### src/count_clock_pkg.sv
package count_clock_pkg;

  // Register byte addresses on the CPU memory bus
  localparam logic [15:0] TIMER0_CLOCK_SELECT_ADDR = 16'hff71;
  localparam logic [15:0] TIMER1_CLOCK_SELECT_ADDR = 16'hff75;
  localparam logic [15:0] TIMER2_CLOCK_SELECT_ADDR = 16'hff79;

  // Field layout and reset value
  localparam int SEL_CODE_LSB = 0;
  localparam int SEL_CODE_W = 3;
  localparam logic [7:0] CLOCK_SELECT_RESET = 8'h00;
  localparam logic [7:0] SEL_CODE_MASK = 8'h07;

  // Counter count
  localparam int NUM_COUNTERS = 3;

  // Shared prescaler width: largest division is 2^11
  localparam int PRESCALE_W = 11;

  // Selection codes
  localparam logic [2:0] CODE_FALLING = 3'h0;
  localparam logic [2:0] CODE_RISING = 3'h1;

  // Division exponents for codes 2..7, per counter, packed 4 bits each
  // (code 2 in the lowest nibble)
  localparam logic [23:0] DIV_EXP_T0 = 24'hb97531;
  localparam logic [23:0] DIV_EXP_T1 = 24'h543210;
  localparam logic [23:0] DIV_EXP_T2 = 24'h987654;

  // Memory bus read/write request
  typedef struct packed {
    logic wr;
    logic rd;
    logic [15:0] addr;
    logic [7:0] wdata;
  } mem_req_t;

  // Per-counter control from the mode registers
  typedef struct packed {
    logic run;
    logic chained;
  } counter_ctrl_t;

endpackage

### src/event_edge_detect.sv
`timescale 1ns/1ps
module event_edge_detect
  import count_clock_pkg::*;
(
  // Clock and reset
  input wire logic ref_clk_in,
  input wire logic srst_in,
  // Event pin and result
  input wire logic event_in,
  output logic rise_out,
  output logic fall_out
);

  logic sync_a;
  logic sync_b;
  logic prev;
  logic next_sync_a;
  logic next_sync_b;
  logic next_prev;

  // Two-stage synchroniser then one history stage; only sync_b and prev are inspected
  always_comb begin
    next_sync_a = event_in;
    next_sync_b = sync_a;
    next_prev = sync_b;
  end

  always_ff @(posedge ref_clk_in) begin
    if (srst_in) begin
      sync_a <= 1'b0;
      sync_b <= 1'b0;
      prev <= 1'b0;
    end else begin
      sync_a <= next_sync_a;
      sync_b <= next_sync_b;
      prev <= next_prev;
    end
  end

  // One-cycle edge pulses
  assign rise_out = sync_b & ~prev;
  assign fall_out = ~sync_b & prev;

endmodule

### src/timer_count_clock_select.sv
`timescale 1ns/1ps
// What this block does
// - Reset clears all three select registers
// - Codes 0/1 pick falling/rising event edge
// - Counter0 codes 2-7 divide by 2..2048
// - Counter1 codes 2-7 divide by 1..32
// - Counter2 codes 2-7 divide by 16..512
// - Divided sources come from system clock
// - Chained counter1 ignores its select code
// - Chained counter2 ignores its select code
// - Run cleared gates the enable; all runs cleared zeroes prescaler
module timer_count_clock_select
  import count_clock_pkg::*;
#(
  parameter int SEL_W = SEL_CODE_W
)
(
  // Clock and reset
  input wire logic ref_clk_in,
  input wire logic srst_in,
  // CPU memory bus
  input mem_req_t mem_req_in,
  output logic [7:0] mem_rdata_out,
  output logic mem_hit_out,
  // Counter control and event pins
  input counter_ctrl_t [NUM_COUNTERS-1:0] counter_ctrl_in,
  input wire logic [NUM_COUNTERS-1:0] event_input_in,
  // Count enables to counter0..counter2
  output logic [NUM_COUNTERS-1:0] count_enable_out,
  output logic [NUM_COUNTERS-1:0] chain_mode_out
);

  ////////////////////////////////////////////////////////////////////////////
  // Select registers

  logic [7:0] clock_select [NUM_COUNTERS];
  logic [7:0] next_clock_select [NUM_COUNTERS];
  logic [NUM_COUNTERS-1:0] addr_hit;

  // Address decode, one bit per register; the full 16-bit address is
  // compared so neighbouring mode registers never alias onto these
  always_comb begin
    addr_hit[0] = (mem_req_in.addr == TIMER0_CLOCK_SELECT_ADDR);
    addr_hit[1] = (mem_req_in.addr == TIMER1_CLOCK_SELECT_ADDR);
    addr_hit[2] = (mem_req_in.addr == TIMER2_CLOCK_SELECT_ADDR);
  end

  // Whole-byte write only; upper bits are stored as written, since the
  // decode below uses only the code field and software keeps them zero
  always_comb begin
    for (int i = 0; i < NUM_COUNTERS; i++) begin
      next_clock_select[i] = clock_select[i];
      if (mem_req_in.wr && addr_hit[i]) begin
        next_clock_select[i] = mem_req_in.wdata;
      end
    end
  end

  // Select register bank, cleared by reset
  always_ff @(posedge ref_clk_in) begin
    for (int i = 0; i < NUM_COUNTERS; i++) begin
      if (srst_in) begin
        clock_select[i] <= CLOCK_SELECT_RESET;
      end else begin
        clock_select[i] <= next_clock_select[i];
      end
    end
  end

  ////////////////////////////////////////////////////////////////////////////
  // Read data register

  logic [7:0] next_rdata;
  logic next_hit;
  logic [7:0] rdata;
  logic hit;

  // Unmapped addresses read as zero and hit stays low
  // A read in the same cycle as a write returns the old byte
  always_comb begin
    next_rdata = 8'h00;
    next_hit = 1'b0;
    for (int i = 0; i < NUM_COUNTERS; i++) begin
      if (mem_req_in.rd && addr_hit[i]) begin
        next_rdata = clock_select[i];
        next_hit = 1'b1;
      end
    end
  end

  // Read answer register, stands for one cycle
  always_ff @(posedge ref_clk_in) begin
    if (srst_in) begin
      rdata <= 8'h00;
      hit <= 1'b0;
    end else begin
      rdata <= next_rdata;
      hit <= next_hit;
    end
  end

  assign mem_rdata_out = rdata;
  assign mem_hit_out = hit;

  ////////////////////////////////////////////////////////////////////////////
  // Shared free-running prescaler on the system clock

  logic [PRESCALE_W-1:0] prescale;
  logic [PRESCALE_W-1:0] next_prescale;
  logic [PRESCALE_W:0] tick;
  logic [NUM_COUNTERS-1:0] run_bits;
  logic any_run;

  // Gather the run controls so the prescaler gate follows NUM_COUNTERS
  for (genvar r = 0; r < NUM_COUNTERS; r++) begin : g_run
    assign run_bits[r] = counter_ctrl_in[r].run;
  end
  assign any_run = |run_bits;

  // Held at zero while no counter runs, so a restart begins a clean period.
  // Limitation: one shared stage means a counter restarted while another
  // keeps running joins the current prescaler phase, so its first divided
  // pulse may come early; the spacing between pulses is always exact.
  always_comb begin
    if (any_run) begin
      next_prescale = prescale + {{(PRESCALE_W-1){1'b0}}, 1'b1};
    end else begin
      next_prescale = '0;
    end
  end

  // Prescaler register
  always_ff @(posedge ref_clk_in) begin
    if (srst_in) begin
      prescale <= '0;
    end else begin
      prescale <= next_prescale;
    end
  end

  // tick[k] pulses once every 2^k clocks; tick[0] is every clock.
  // Decoding all-ones low bits keeps every tick from tick[1] up one cycle wide.
  assign tick[0] = 1'b1;
  for (genvar k = 1; k <= PRESCALE_W; k++) begin : g_tick
    assign tick[k] = &prescale[k-1:0];
  end

  ////////////////////////////////////////////////////////////////////////////
  // Per-counter source selection

  logic [NUM_COUNTERS-1:0] ev_rise;
  logic [NUM_COUNTERS-1:0] ev_fall;
  logic [NUM_COUNTERS-1:0] next_enable;
  logic [NUM_COUNTERS-1:0] enable;
  logic [NUM_COUNTERS-1:0] chained;

  // Exponent lookup for codes 2..7; codes 0 and 1 are caught by the
  // case below and never index the table
  function automatic logic [3:0] div_exp(input int unsigned idx, input logic [2:0] code);
    logic [23:0] table_bits;
    logic [2:0] slot;
    table_bits = (idx == 0) ? DIV_EXP_T0 : ((idx == 1) ? DIV_EXP_T1 : DIV_EXP_T2);
    slot = code - 3'h2;
    return table_bits[slot*4 +: 4];
  endfunction

  // Only counters 1 and 2 can be chained onto their lower neighbour;
  // a chained counter is clocked by its neighbour's overflow outside
  assign chained[0] = 1'b0;
  assign chained[1] = counter_ctrl_in[1].chained;
  assign chained[2] = counter_ctrl_in[2].chained;

  for (genvar g = 0; g < NUM_COUNTERS; g++) begin : g_src
    logic [SEL_W-1:0] code;

    // Event pin synchronised here; an edge reaches the enable three clocks
    // after the pin changes
    event_edge_detect u_edge (
      .ref_clk_in(ref_clk_in),
      .srst_in(srst_in),
      .event_in(event_input_in[g]),
      .rise_out(ev_rise[g]),
      .fall_out(ev_fall[g])
    );

    // Only the code field steers the source; upper bits are don't-care
    assign code = clock_select[g][SEL_CODE_LSB +: SEL_W];

    // Stopped or chained counters get no enable of their own
    always_comb begin
      if (!counter_ctrl_in[g].run || chained[g]) begin
        next_enable[g] = 1'b0;
      end else begin
        unique case (code)
          CODE_FALLING: next_enable[g] = ev_fall[g];
          CODE_RISING: next_enable[g] = ev_rise[g];
          default: next_enable[g] = tick[div_exp(g, code)];
        endcase
      end
    end
  end

  // Registered so the enable is a clean one-cycle pulse, except counter1 code 2 (divide by 1), which holds it high every cycle
  // Costs one cycle of latency but keeps decode glitches off the counters
  always_ff @(posedge ref_clk_in) begin
    if (srst_in) begin
      enable <= '0;
    end else begin
      enable <= next_enable;
    end
  end

  assign count_enable_out = enable;
  assign chain_mode_out = chained;

endmodule

### config.mk
export PLATFORM = sky130hd
export DESIGN_NAME = timer_count_clock_select
export DESIGN_NICKNAME = d
export VERILOG_FILES = /design/src/count_clock_pkg.sv /design/src/event_edge_detect.sv /design/src/timer_count_clock_select.sv
export SDC_FILE = /design/constraint.sdc
export NUM_CORES = 1
export LEC_CHECK = 0
export ABC_AREA = 1
export BUFFER_PORTS_ARGS = -buffer_cell sky130_fd_sc_hd__buf_4
export CORE_MARGIN = 1
export CORE_UTILIZATION = 31
export DETAILED_ROUTE_END_ITERATION = 10
export GPL_TIMING_DRIVEN = 0
export MAX_ROUTING_LAYER = met4
export PLACE_DENSITY = 0.57
export SLEW_MARGIN = 10
export SYNTH_ARGS = -nofsm -noshare
export SYNTH_HDL_FRONTEND = slang
export SYNTH_HIERARCHICAL = 1
export SYNTH_SLANG_ARGS = --single-unit
### constraint.sdc
create_clock -name ref_clk_in -period 2.2 [get_ports ref_clk_in]
set_input_delay 0.33 -clock ref_clk_in [delete_from_list [all_inputs] [get_ports ref_clk_in]]
set_output_delay 0.33 -clock ref_clk_in [all_outputs]
set_load 0.01 [all_outputs]
==> results.py <==
metrics = {
    "yosys": {
        "synth.top_cell.area_share": 0.3854,
        "synth.net_count": 464,
        "synth_area_leader_cell": "dfxtp_1",
        "synthArstFlopShare": 0,
        "ys_warn_count": 6,
        "synth-seq-cells": 56,
        "synth.yosys.seq_area_share": 0.3854,
        "synth_cell_types": 31,
        "ys.flop_type": "dfxtp_1",
        "netlist_instances": 416,
        "synth_edf_count": 0,
        "synthTopCellsByArea": "dfxtp_1 39%, nor2_1 9.0%, nand2_1 7.9%, inv_1 7.6%, o21ai_0 7.1%",
        "syn_area_per_cell_um2": 6.993,
        "syn-cell-area_mm2": 0.002909,
    },
    "die": {
        "rows": 34,
        "fp.dieH_um": 98.87,
        "initial_core_util": 0.3272,
        "ios": 52,
        "die_w_um": 98.87,
        "dieArea_mm2": 0.009775,
        "coreArea_mm2": 0.008891,
    },
    "clock_tree": {
        "htree_num_levels": 2,
        "cts_resized": 0,
        "cts_hold_buf": 0,
        "postCtsSetupBuffers": 0,
        "clk_pin_slew_ns": 0.11,
        "cts_tree": "done",
        "clockRootBuffer": "clkbuf_8",
        "clk_latency_ns": 0.31,
        "cts_inserted_buffers": 5,
        "cts_buffer_depth": 2,
        "numClockSinks": 56,
    },
    "critical_path": {
        "startpoint_type": "flop",
        "crit_top_cell": "nand2_1",
        "critical_path.max_fanout": 6,
        "arrival_ns": 2.09,
        "critPathCaptureType": "flop",
        "crit_slowest_cell": "dfxtp_1",
        "path_depth": 12,
        "crit_type": "flop to flop",
        "path_delay_family": "simple AND/OR/NAND/NOR gates",
        "r2r_cells": 12,
        "required_ns": 2.46,
        "critPathMaxStageDelay_ns": 0.42,
        "worstSetupStartpoint": "prescale[0]",
        "r2r_start": "prescale[0]",
        "path_cells": "ha_1 > nand3_2 > nor3_1 > ha_1 > nand3_1 > nand2_1 > inv_1 > nand2_1 > nand3_1 > nand2_1 > nor2_1 > nor2_1",
        "critPathBufInv": 1,
    },
    "flow_run": {
        "max_cap_violations": 0,
    },
    "route": {
        "ant_nets": 0,
        "remaining_drc_errors": 0,
        "wirelength_um": 6808,
        "drtIter0Drc": 121,
        "wl_per_cell_um": 11.74,
        "via_per_inst": 4.702,
        "drt_first_pass_iters": 4,
        "dr_total_vias": 2727,
    },
    "grt": {
        "grt_first_pass_wirelength_um": 11500,
        "grt_max_degree": 19,
        "overflow": 0,
        "grt_use_total": 0.1514,
        "antenna_found_initial": 0,
        "grt_pass1_vias": 2400,
    },
    "min_path": {
        "min_path_cells": 3,
        "worstHoldStart": "event_input_in[0]",
        "min_path_type": "input port to flop",
    },
    "final_layout": {
        "finalNetCount": 519,
        "num_antenna_cells": 0,
        "finalNonFillerCells": 580,
        "syn_to_final_growth_pct": 20.34,
        "layout_common_cells": "70 x nor2_1, 61 x nand2_1, 59 x inv_1, 56 x dfxtp_1, 51 x buf_4",
        "drive_above_1_share": 0.1822,
        "layout_commonest_cell": "nor2_1",
        "utilization": 0.3938,
    },
    "power": {
        "ir_drop_uv": 237.2,
        "p_leak_uw": 0.001548,
        "power_per_cell_area_mw_per_mm2": 503.6,
        "finalPower_uw": 1763,
    },
    "sta": {
        "grt_setup_unrepaired": "false",
        "setup_tns_ns": 0,
        "min_period_ns": 1.831,
        "hold_viol_final": 0,
        "slew_violations": 0,
        "fmax_mhz": 546.1,
        "period_share": 0.8324,
        "skew_ns": 0.01311,
        "setup_violations": 0,
        "max_slew_margin": 0.5925,
        "whs_ns": 0.2203,
        "worst_pin_slew_ns": 0.6061,
    },
    "place": {
        "gp_congestion": 0.8391,
        "place_inst": 572,
        "numPortBuffers": 48,
        "dp_hpwl_um": 5280,
    },
    "status": {
        "outcome": "finished, final reports clean",
    },
}
metrics by stage:
stage               setup slack (ns)  area, um^2
global placement              0.3123        3405
finish                        0.3688        3501
detailed placement            0.2726        3405
global route                 0.06302        3501
CTS                           0.2624        3496
floorplan                     0.5831        2909
path summary, 6_finish.rpt:
check,to,slack [ns]
hold / removal,g_src[0].u_edge/next_sync_b,0.22
setup reg to reg,count_enable_out[2],0.37
setup / recovery,count_enable_out[2],0.37
hold reg to reg,g_src[2].u_edge/next_prev,0.41
cells by family after synthesis:
kind of cell             Yosys count  share of synthesized area
buffers and inverters             74                     0.1062
flip-flops                        56                     0.3854
other                              1                   0.001289
AND/OR/NAND/NOR                  194                     0.3183
AO/OA/AOI/OAI                     80                     0.1415
adder cells (fa/ha/maj)           11                    0.04731
power by group:
part / internal (uW) / switching (uW)
sequential: 1020 / 6.37
clock: 229 / 351
combinational: 69.4 / 82.6
total: 1320 / 440
layer usage:
metal,track usage,vias up,wire [um]
li1,-,1444,-
met1,0.2168,1210,3481
met2,0.2179,67,2906
met3,0.02553,6,341
met4,0.04133,0,78
met5,-,-,0
registers in the layout, summed over array words and instances, names as in the netlist:
| register | flops |
|---|---|
| mem_hit_out | 1 |
| prescale | 11 |
| mem_rdata_out | 8 |
| count_enable_out | 3 |
| g_src.u_edge/next_prev | 3 |
| g_src.u_edge/next_sync_b | 3 |
| g_src.u_edge/prev | 3 |
| clock_select | 24 |
Yosys cell counts, types with 4 or more instances:
| cell | n |
|---|---|
| a21oi_1 | 32 |
| nand3_1 | 32 |
| dfxtp_1 | 56 |
| inv_1 | 59 |
| nand4_1 | 11 |
| nand2_1 | 61 |
| ha_1 | 11 |
| o21ai_0 | 41 |
| nand3_2 | 4 |
| nor2_1 | 70 |
worst reg2reg max path, delay by kind of cell, from the launching register on:
kind	cells	cell delay, ns
adders and majority gates	2	0.51
buffers and inverters	1	0.04
DFF	1	0.42
and+or+nand+nor	9	0.85
final cells by class:
class	instances	area, um^2
multi-input cells	286	1484
clock buffers	5	68.82
well taps	108	135.1
inverters	63	239.0
repair buffers	48	360.3
fillers	976	5390
clock inverters	3	22.52
flip-flops and latches	56	1121
plain buffers	11	70.07
(Power assumes the default switching activity.)
